**src/shared/cfg_access_pkg.sv**
```systemverilog
/*
 Constants for the host configuration port and the embedded controller's
 direct window onto configuration frames.
 Assumes one 200 MHz clock and an active-low asynchronous reset.
*/
package cfg_access_pkg;
    localparam logic [7:0]  KEY_ENTER      = 8'h55;
    localparam logic [7:0]  KEY_EXIT       = 8'haa;
    localparam logic [0:0]  PORT_KEY_INDEX = 1'h0;
    localparam logic [0:0]  PORT_DATA      = 1'h1;
    localparam logic [7:0]  IDX_DEV_NUMBER = 8'h07;
    localparam logic [7:0]  IDX_GLOBAL_TOP = 8'h2f;
    localparam logic [7:0]  READ_UNDEF     = 8'hff;
    localparam logic [7:0]  INDEX_RESET    = 8'h00;
    localparam logic [5:0]  DEV_RESET      = 6'h00;
    localparam logic [1:0]  QUAD_CONFIG    = 2'h3;
    localparam logic [7:0]  SPACE_BASE     = 8'hff;
    localparam logic [7:0]  SPACE_COMP     = 8'hfe;
    localparam logic [5:0]  DEV_MAILBOX    = 6'h00;
    localparam logic [5:0]  DEV_KBC        = 6'h01;
    localparam logic [5:0]  DEV_ACPI0      = 6'h02;
    localparam logic [5:0]  DEV_ACPI3      = 6'h05;
    localparam logic [5:0]  DEV_PM1        = 6'h06;
    localparam logic [5:0]  DEV_UART       = 6'h07;
    localparam logic [5:0]  DEV_FAST_KB    = 6'h08;
    localparam logic [5:0]  DEV_LPC        = 6'h0c;
    localparam logic [5:0]  DEV_COMP_BUS   = 6'h0d;
    localparam logic [5:0]  DEV_FLASH      = 6'h0e;
    localparam logic [5:0]  DEV_FLASH_SPI  = 6'h0f;
    localparam logic [5:0]  DEV_SHARED_MEM = 6'h10;
    localparam logic [5:0]  DEV_GLOBAL     = 6'h3f;
    localparam logic [23:0] LPC_CFG_LO     = 24'hff3300;
    localparam logic [23:0] LPC_CFG_HI     = 24'hff33f0;
    localparam logic [23:0] BAR_CFGPORT    = 24'hff3360;
    localparam logic [23:0] BAR_GLOBAL     = 24'hff3384;
    localparam logic [4:0]  COMP_DEV_MAX   = 5'h10;
    localparam logic [15:0] BAR_IO_RESET   = 16'h002e;
    localparam int          BAR_VALID_BIT  = 31;
    localparam logic [1:0]  SZ_BYTE        = 2'h0;
    localparam logic [1:0]  SZ_HALF        = 2'h1;
    localparam logic [1:0]  SZ_WORD        = 2'h2;
    localparam logic [1:0]  RW_8           = 2'h0;
    localparam logic [1:0]  RW_16          = 2'h1;
    localparam logic [1:0]  RW_32          = 2'h2;

    typedef enum logic [0:0] {
        ST_RUN    = 1'b0,
        ST_CONFIG = 1'b1
    } cfg_state_e;
endpackage

```
**src/frame_decode.sv**
```systemverilog
/*
 Decodes a 24-bit controller address into configuration frame fields and
 checks the transfer width against the target register width.
 Assumes purely combinational use by the access block.
*/
`timescale 1ns/1ps
module frame_decode (
    input  wire logic [23:0] addr,
    input  wire logic [1:0]  size,
    input  wire logic [1:0]  reg_width,
    output logic             is_cfg,
    output logic             is_comp,
    output logic [5:0]       dev,
    output logic [7:0]       index,
    output logic             size_ok
);
    always_comb begin
        // Basechip and companion spaces; companions only hold 16 frames each
        is_comp = (addr[23:16] == cfg_access_pkg::SPACE_COMP)
                  && (addr[15:14] == 2'h0);
        is_cfg  = ((addr[23:16] == cfg_access_pkg::SPACE_BASE) || is_comp)
                  && (addr[9:8] == cfg_access_pkg::QUAD_CONFIG);
        dev     = addr[15:10];
        index   = addr[7:0];
        unique case (reg_width)
            cfg_access_pkg::RW_16: size_ok = size != cfg_access_pkg::SZ_WORD;
            cfg_access_pkg::RW_32: size_ok = 1'b1;
            default:               size_ok = size == cfg_access_pkg::SZ_BYTE;
        endcase
    end
endmodule // frame_decode

```
**src/logical_device_config_access.sv**
```systemverilog
/*
 Host configuration port (key, index, data) and the controller's direct
 path to the configuration frames. Register contents live downstream on
 the cfg_* request port, which answers in the same cycle, except the device number and the port and global base registers, held here.
 Assumes host I/O strobes already synchronous to ref_clk, one per access.
*/
`timescale 1ns/1ps
module logical_device_config_access (
    input  wire logic        ref_clk,
    input  wire logic        nrst,
    // Host byte I/O cycles
    input  wire logic        io_wr,
    input  wire logic        io_rd,
    input  wire logic [15:0] io_addr,
    input  wire logic [7:0]  io_wdata,
    output logic [7:0]       io_rdata,
    output logic             io_claim,
    // Embedded controller direct access
    input  wire logic        ec_req,
    input  wire logic        ec_write,
    input  wire logic [23:0] ec_addr,
    input  wire logic [1:0]  ec_size,
    input  wire logic [31:0] ec_wdata,
    output logic [31:0]      ec_rdata,
    output logic             ec_done,
    output logic             ec_error,
    // Configuration register store
    output logic             cfg_wr,
    output logic             cfg_rd,
    output logic [23:0]      cfg_addr,
    output logic [1:0]       cfg_size,
    output logic [31:0]      cfg_wdata,
    input  wire logic [31:0] cfg_rdata,
    input  wire logic        cfg_defined,
    input  wire logic [1:0]  cfg_width,
    output logic             in_config
);
    typedef struct packed {
        cfg_access_pkg::cfg_state_e state;
        logic [7:0]                 index;
        logic [5:0]                 dev;
        logic [31:0]                bar_port;
        logic                       global_valid;
        logic [7:0]                 io_rdata;
        logic                       io_claim;
        logic [31:0]                ec_rdata;
        logic                       ec_done;
        logic                       ec_error;
    } state_s;

    state_s st_ff;
    state_s nxt_st;

    logic       ec_cfg;
    logic       ec_comp;
    logic [5:0] ec_dev;
    logic [7:0] ec_idx;
    logic       ec_size_ok;

    ////////////////////////////////////////////////////////////////////////
    frame_decode u_dec (
        .addr      (ec_addr),
        .size      (ec_size),
        .reg_width (cfg_width),
        .is_cfg    (ec_cfg),
        .is_comp   (ec_comp),
        .dev       (ec_dev),
        .index     (ec_idx),
        .size_ok   (ec_size_ok)
    );

    ////////////////////////////////////////////////////////////////////////
    logic        port_hit;
    logic        data_hit;
    logic        host_go;
    logic [5:0]  host_dev;
    logic [23:0] host_addr;
    logic        bar_hit;
    logic        gbar_hit;
    logic        lpc_cfg_hit;
    logic [7:0]  host_lane;

    always_comb begin
        // Port sits wherever software put it; never a fixed decode
        port_hit = st_ff.bar_port[cfg_access_pkg::BAR_VALID_BIT]
                   && (io_addr[15:1] == st_ff.bar_port[15:1]);
        data_hit = io_addr[0] == cfg_access_pkg::PORT_DATA;
        host_go  = port_hit && data_hit
                   && (st_ff.state == cfg_access_pkg::ST_CONFIG);
        // Low indices other than 07h always reach the global frame
        host_dev = (st_ff.index <= cfg_access_pkg::IDX_GLOBAL_TOP)
                   ? cfg_access_pkg::DEV_GLOBAL : st_ff.dev;
        // Host byte lands in the configuration quadrant of its frame
        host_addr = {cfg_access_pkg::SPACE_BASE, host_dev,
                     cfg_access_pkg::QUAD_CONFIG, st_ff.index};
        // Store steers bytes by lane, so pick the lane the index names
        host_lane = cfg_rdata[8 * st_ff.index[1:0] +: 8];
        bar_hit  = ec_addr == cfg_access_pkg::BAR_CFGPORT;
        gbar_hit = ec_addr == cfg_access_pkg::BAR_GLOBAL;
        lpc_cfg_hit = (ec_addr >= cfg_access_pkg::LPC_CFG_LO)
                      && (ec_addr <= cfg_access_pkg::LPC_CFG_HI);
    end

    ////////////////////////////////////////////////////////////////////////
    always_comb begin
        nxt_st          = st_ff;
        nxt_st.io_claim = 1'b0;
        nxt_st.ec_done  = 1'b0;
        nxt_st.ec_error = 1'b0;
        cfg_wr    = 1'b0;
        cfg_rd    = 1'b0;
        cfg_addr  = host_addr;
        cfg_size  = cfg_access_pkg::SZ_BYTE;
        // Host byte on every lane; the store keeps only the addressed one
        cfg_wdata = {4{io_wdata}};

        // Host side owns the store when its cycle hits the port; controller request is dropped
        if ((io_wr || io_rd) && port_hit) begin
            nxt_st.io_claim = 1'b1;
            if (!data_hit) begin
                if (io_wr) begin
                    if (io_wdata == cfg_access_pkg::KEY_ENTER &&
                        st_ff.state == cfg_access_pkg::ST_RUN) begin
                        nxt_st.state = cfg_access_pkg::ST_CONFIG;
                        nxt_st.index = cfg_access_pkg::INDEX_RESET;
                    end else if (io_wdata == cfg_access_pkg::KEY_EXIT) begin
                        nxt_st.state = cfg_access_pkg::ST_RUN;
                    end else if (st_ff.state == cfg_access_pkg::ST_CONFIG) begin
                        nxt_st.index = io_wdata;
                    end
                end else begin
                    nxt_st.io_rdata = (st_ff.state == cfg_access_pkg::ST_CONFIG)
                                      ? st_ff.index
                                      : cfg_access_pkg::READ_UNDEF;
                end
            end else if (host_go) begin
                if (st_ff.index == cfg_access_pkg::IDX_DEV_NUMBER) begin
                    // Selector held locally so the host path needs no lookup
                    if (io_wr)
                        nxt_st.dev = io_wdata[5:0];
                    else
                        nxt_st.io_rdata = {2'h0, st_ff.dev};
                end else begin
                    cfg_wr = io_wr && cfg_defined;
                    cfg_rd = io_rd;
                    if (io_rd)
                        nxt_st.io_rdata = cfg_defined ? host_lane
                                          : cfg_access_pkg::READ_UNDEF;
                end
            end else if (io_rd) begin
                nxt_st.io_rdata = cfg_access_pkg::READ_UNDEF;
            end
        end else if (ec_req) begin
            // Controller never sees the port; only frame addresses
            nxt_st.ec_done = 1'b1;
            cfg_addr  = ec_addr;
            cfg_size  = ec_size;
            cfg_wdata = ec_wdata;
            if (bar_hit) begin
                if (ec_write)
                    nxt_st.bar_port = ec_wdata;
                else
                    nxt_st.ec_rdata = st_ff.bar_port;
            end else if (gbar_hit) begin
                if (ec_write)
                    nxt_st.global_valid =
                        ec_wdata[cfg_access_pkg::BAR_VALID_BIT];
                else
                    nxt_st.ec_rdata = {st_ff.global_valid, 31'h0};
            end else if ((ec_cfg || ec_comp || lpc_cfg_hit)
                         && ec_size_ok && cfg_defined) begin
                cfg_wr = ec_write;
                cfg_rd = !ec_write;
                if (!ec_write)
                    nxt_st.ec_rdata = cfg_rdata;
            end else begin
                nxt_st.ec_error = 1'b1;
            end
        end
    end

    ////////////////////////////////////////////////////////////////////////
    always_ff @(posedge ref_clk or negedge nrst) begin
        if (!nrst) begin
            // Run state and cleared index from reset
            st_ff <= '{state:        cfg_access_pkg::ST_RUN,
                       index:        cfg_access_pkg::INDEX_RESET,
                       dev:          cfg_access_pkg::DEV_RESET,
                       bar_port:     {1'b1, 15'h0, cfg_access_pkg::BAR_IO_RESET},
                       global_valid: 1'b0,
                       io_rdata:     8'h00,
                       io_claim:     1'b0,
                       ec_rdata:     32'h0,
                       ec_done:      1'b0,
                       ec_error:     1'b0};
        end else begin
            st_ff <= nxt_st;
        end
    end

    assign io_rdata  = st_ff.io_rdata;
    assign io_claim  = st_ff.io_claim;
    assign ec_rdata  = st_ff.ec_rdata;
    assign ec_done   = st_ff.ec_done;
    assign ec_error  = st_ff.ec_error;
    assign in_config = st_ff.state == cfg_access_pkg::ST_CONFIG;
endmodule // logical_device_config_access

```
**config.mk**
```make
export PLATFORM = sky130hd
export DESIGN_NAME = logical_device_config_access
export DESIGN_NICKNAME = d
export VERILOG_FILES = /design/src/shared/cfg_access_pkg.sv /design/src/frame_decode.sv /design/src/logical_device_config_access.sv
export SDC_FILE = /design/constraint.sdc
export NUM_CORES = 1
export LEC_CHECK = 0
export BUFFER_PORTS_ARGS = -buffer_cell sky130_fd_sc_hd__buf_2
export CAP_MARGIN = 5
export CORE_UTILIZATION = 49
export CTS_BUF_LIST = sky130_fd_sc_hd__clkbuf_16
export DETAILED_ROUTE_END_ITERATION = 7
export PLACE_DENSITY = 0.84
export REMOVE_ABC_BUFFERS = 1
export SETUP_SLACK_MARGIN = 0.05
export SYNTH_ARGS = -nofsm -noshare
export SYNTH_HDL_FRONTEND = slang
export SYNTH_SLANG_ARGS = --single-unit
```
**constraint.sdc**
```tcl
create_clock -name ref_clk -period 3 [get_ports ref_clk]
set_input_delay 0.6 -clock ref_clk [delete_from_list [all_inputs] [get_ports ref_clk]]
set_output_delay 0.6 -clock ref_clk [all_outputs]
set_load 0.1 [all_outputs]
```
After elaboration in Yosys (flattened, before gate mapping)
Cells that the tools add are included.
{"block": "word_totals", "register_bits": 91, "output_inout_bits": 104}
{"block": "classes", "magnitude_cmp": 3, "n_eq_ne": 20, "shift": 1, "mux": 49, "bitwise": 4, "n_reduce_logical": 28}
{"op": "$mux 32", "count": 8}
{"op": "$mux 8", "count": 11}
{"op": "$eq 24x24->1 const B", "count": 2}
{"op": "$mux 24", "count": 2}
{"op": "$shiftx 32x6->8", "count": 1}
{"op": "$eq 8x8->1 const B", "count": 3}
{"op": "$ge 24x24->1 const B", "count": 1}
{"op": "$le 24x24->1 const B", "count": 1}
{"op": "$mux 1", "count": 21}
{"op": "$reduce_and 5->1", "count": 4}
{"op": "$eq 15x15->1", "count": 1}
{"op": "$logic_and 1x1->1", "count": 11}
{"op": "$ne 2x2->1 const B", "count": 5}
{"op": "$mux 9", "count": 1}
{"op": "$eq 8x3->1 const B", "count": 1}
{"op": "$eq 8x7->1 const B", "count": 1}
{"op": "$le 8x6->1 const B", "count": 1}
{"op": "$mux 2", "count": 4}
{"op": "$reduce_and 4->1", "count": 2}
{"op": "$mux 6", "count": 1}
{"op": "$ne 3x2->1 const B", "count": 2}
{"op": "$reduce_and 6->1", "count": 1}
{"op": "$eq 2x2->1 const B", "count": 2}
{"op": "$logic_not 2->1", "count": 2}
{"op": "9 further kinds", "count": 16}

Depth between registers and ports, before layout
{"block": "depth", "depth_word": 13, "ltp_mapped": 9, "mapped_depth_nobuf": 8}

Modules after synthesis
A second synthesis with hierarchy kept.
{"block": "unflattened", "cells_unflattened": 557, "area_unflattened_um2": 5758.0}
{"module": "logical_device_config_access", "n_inst": 1, "cells_per_inst": 528, "area_per_inst_um2": 5549.1, "seq_area_each_um2": 2283.4}
{"module": "frame_decode", "n_inst": 1, "cells_per_inst": 29, "area_per_inst_um2": 209.0, "seq_area_each_um2": 0.0}

Least setup slack after synthesis
No wires, ideal clock.
{"block": "synth_path", "kind": "input-to-output", "startpoint": "in io_addr[7]", "endpoint": "out cfg_wr", "arrival_ns": 4.024, "setup_slack_ns": -1.624, "path_stages": 7, "path_cell_list": "xor2_1 > nor4_1 > and4bb_2 > and3_1 > buf_2 > nand2_1 > o31ai_1"}
{"block": "synth_via", "elab_chain_len": 7, "word_cells_on_any_way": 8, "classes_between": "eq/ne: 1; mux: 3; reduce/logical: 4"}
{"item": "start: declaration", "line": "logical_device_config_access.sv:14", "source": "input wire logic [15:0] io_addr,"}
{"item": "$eq 15x15->1 *", "line": "logical_device_config_access.sv:86", "source": "&& (io_addr[15:1] == st_ff.bar_port[15:1]);"}
{"item": "$logic_and 1x1->1 *", "line": "logical_device_config_access.sv:86"}
{"item": "$logic_and 1x1->1", "line": "logical_device_config_access.sv:88", "source": "host_go = port_hit && data_hit"}
{"item": "$logic_and 1x1->1", "line": "logical_device_config_access.sv:89", "source": "&& (st_ff.state == cfg_access_pkg::ST_CONFIG);"}
{"item": "$mux 1", "line": "logical_device_config_access.sv:136", "source": "end else if (host_go) begin"}
{"item": "$mux 1", "line": "logical_device_config_access.sv:120", "source": "if (!data_hit) begin"}
{"item": "$mux 1 *", "line": "logical_device_config_access.sv:118", "source": "if ((io_wr || io_rd) && port_hit) begin"}
{"item": "end: declaration", "line": "logical_device_config_access.sv:28", "source": "output logic cfg_wr,"}
Every way passes the cells marked *; elsewhere a longest branch is shown, timed or not.

Worst setup path in the final report
{"block": "layout_path", "startpoint": "reg st_ff[48] (netlist bit)", "endpoint": "out cfg_wr"}
{"block": "layout_via", "elab_chain_len": 7, "word_cells_on_any_way": 8, "classes_between": "eq/ne: 1; mux: 3; reduce/logical: 4"}
{"item": "start: declaration", "line": "logical_device_config_access.sv:51", "source": "state_s st_ff;"}
{"item": "start signal: assignment", "line": "logical_device_config_access.sv:186", "source": "st_ff <= '{state: cfg_access_pkg::ST_RUN,"}
{"item": "start signal: assignment", "line": "logical_device_config_access.sv:197", "source": "st_ff <= nxt_st;"}
{"item": "$eq 15x15->1 *", "line": "logical_device_config_access.sv:86"}
{"item": "$logic_and 1x1->1 *", "line": "logical_device_config_access.sv:86"}
{"item": "$logic_and 1x1->1", "line": "logical_device_config_access.sv:88"}
{"item": "$logic_and 1x1->1", "line": "logical_device_config_access.sv:89"}
{"item": "$mux 1", "line": "logical_device_config_access.sv:136"}
{"item": "$mux 1", "line": "logical_device_config_access.sv:120"}
{"item": "$mux 1 *", "line": "logical_device_config_access.sv:118"}
Marks and branches as above.

==> impl_metrics.json <==
{
  "post-route-util_pct": 78.2,
  "ant_nets": 0,
  "gp_congestion": 0.849,
  "clockBufferDepth": 2,
  "antenna_found_initial": 0,
  "ys.warnings.count": 0,
  "cts_max_level": 3,
  "postSynthCellCount": 532,
  "arrival_ns": 2.55,
  "min_period_over_period_pct": 105,
  "grt_setup_unrepaired": "true",
  "ioPinCount": 227,
  "drv_slew": 0,
  "via_per_inst": 5.98,
  "ys_seq_elements": 91,
  "grt_usage_pct": 33.8,
  "io_buffers": 226,
  "cp.required_ns": 2.40,
  "overflow": 0,
  "yosys.cell_count.top_type": "nand2_1",
  "clk_latency_ns": 0.34,
  "hold_ws_ns": 0.496,
  "grt_max_degree": 92,
  "drc": 0,
  "seq_area_frac_synth_pct": 41.8,
  "avgSynthCellArea_um2": 10.3,
  "p_leak_nw": 4.43,
  "hold_class": "in -> async",
  "p_per_area_nw_per_um2": 393,
  "first_global_vias": 5496,
  "area_delta_synth_final_pct": 55.3,
  "dp_slack_ns": -0.174,
  "dp_hpwl_um": 12500,
  "worstMarginPinSlew_ns": 1.15,
  "wirelength_um": 19600,
  "num_rows": 38,
  "firstDrtPassIters": 5,
  "total_power_mw": 3.33,
  "final_cells": 899,
  "regArea_um2": 2280,
  "synth_largest_area_cell": "dfrtp_1",
  "tns_ns": -2.33,
  "synth.distinct_cells": 54,
  "fin_crit_ns": 3.15,
  "die-area_um2": 11600,
  "dp_cells": 860,
  "cts.sinks": 91,
  "path_clk_slew_ns": 0.06,
  "initial_core_util_pct": 50.4,
  "synthTopCellsByCount": "nand2_1 (117), dfrtp_1 (86), mux2_2 (74), buf_4 (43), a22o_1 (35)",
  "status": "finished with violations",
  "synth_top_area_share_pct": 39.4,
  "relSlewSlack_pct": 23.2,
  "synth.top_cells.by_area": "dfrtp_1 (39%), mux2_2 (15%), nand2_1 (8.0%)",
  "placed_area_um2": 6970,
  "setup_viol": 42,
  "die_x_um": 108,
  "fmaxAchievable_mhz": 318,
  "worstSetupPathType": "reg -> out",
  "maxCapViolations": 0,
  "hold_viol_final": 0,
  "core_area_um2": 10800,
  "setup.worst_path.start_class": "flip-flop",
  "endpoint_kind": "output port",
  "die_h_um": 108,
  "crit_fanout": 5,
  "antenna_cells": 0,
  "fill_cells": 642,
  "violations": "setup timing",
  "clock-skew-final_ns": 0.0109,
  "grt_pass1_wl_um": 29300,
  "peakVddDrop_v": 0.000329,
  "layout_setup_ws_ns": -0.146,
  "cts_root_buf": "clkbuf_16",
  "drt_iter0_markers": 396,
  "nets": 879,
  "async_reset_ff_share_pct": 100,
  "fin_area_um2": 8480,
  "cts_tree": "done",
  "ys.flop_type": "dfrtp_1",
  "syn-cell-area_um2": 5460,
  "routed-via-count": 5376,
  "drive_above_1_share_pct": 65.6,
  "routedWlPerCell_um": 21.8,
  "synth_edf_count": 0,
  "multi_input_area_um2": 3160,
  "numCtsBuffers": 9
}
[logic make-up after synthesis]
kind of cell    synth area share [%]
compound gates                  11.1
xor+xnor                        2.41
fa+ha+maj                      0.458
buf+inv                         8.50
flops                           41.8
mux                             19.0
simple gates                    16.8
[worst paths after layout]
path                              from     endpoint  slack [ns]  cells past startpoint
max                          st_ff[48]       cfg_wr       -0.15                     11
min                               nrst    st_ff[61]        0.50                      1
max reg2reg                  st_ff[48]    st_ff[72]        0.26                     12
min reg2reg                io_rdata[1]  io_rdata[1]        0.50                      1
max in group asynchronous         nrst  ec_rdata[4]        1.79                      1
min in group ref_clk       io_rdata[1]  io_rdata[1]        0.50                      1
[timing repair]
action                     in CTS  in global routing
gates cloned                    3                  1
setup endpoints to repair      58                 60
pin swaps                      14                 18
resized for setup             214                 63
hold buffers                    0                  0
setup buffers                   9                 10
[state kept, by name, indices dropped and copies added (netlist names)]
signal and count:
ec_done 1, ec_error 1, ec_rdata 32, host_addr 8, in_config 1, io_claim 1, io_rdata 8, st_ff 39
[cell usage in the layout (no fill, tap or decap), types with 6 or more instances in the layout]
| cell type | count |
|---|---|
| mux2_2 | 74 |
| nor2_1 | 11 |
| clkbuf_16 | 10 |
| buf_2 | 165 |
| nand2_4 | 8 |
| a22o_1 | 35 |
| nand2b_4 | 10 |
| buf_6 | 10 |
| o22ai_1 | 6 |
| a21o_1 | 6 |
| dfrtp_1 | 86 |
| buf_12 | 62 |
| o21ai_2 | 7 |
| nand2_1 | 32 |
| buf_4 | 35 |
| nand4_1 | 7 |
| nand2_2 | 77 |
| mux4_2 | 8 |
| inv_1 | 7 |
| xnor2_1 | 7 |
| o21ai_0 | 6 |
| a211oi_1 | 7 |
[power breakdown]
| part | internal [mW] | switching (mW) | leakage (nW) |
|---|---|---|---|
| sequential | 1.23 | 0.00138 | 1.25 |
| clock | 0.550 | 0.467 | 0.127 |
| combinational | 0.391 | 0.691 | 3.05 |
[cell type report]
class / instances / area share [%]
Clock buffer: 9 / 2.66
Inverter: 7 / 0.457
Multi-Input combinational cell: 368 / 37.2
Clock inverter: 7 / 0.428
Tap cell: 140 / 2.07
Timing Repair Buffer: 277 / 30.2
Sequential cell: 91 / 26.9
[worst max-delay path, cell delays in order, from the launching register on]
cell	delay [ns]
dfrtp_1	0.42
xor2_1	0.20
nor4_2	0.31
buf_4	0.19
nand4_1	0.13
nand2_2	0.15
buf_12	0.14
inv_12	0.05
buf_12	0.13
nand4_1	0.18
o31ai_4	0.12
buf_12	0.18
[metal layers]
layer,up-vias,GRT usage (%),share of wire (%)
li1,2296,-,-
met1,2644,38.9,36
met2,364,59.7,51
met3,72,7.45,8.8
met4,0,15.7,4.3
met5,-,0,0
Note: power is estimated with default switching activity, not from simulation.
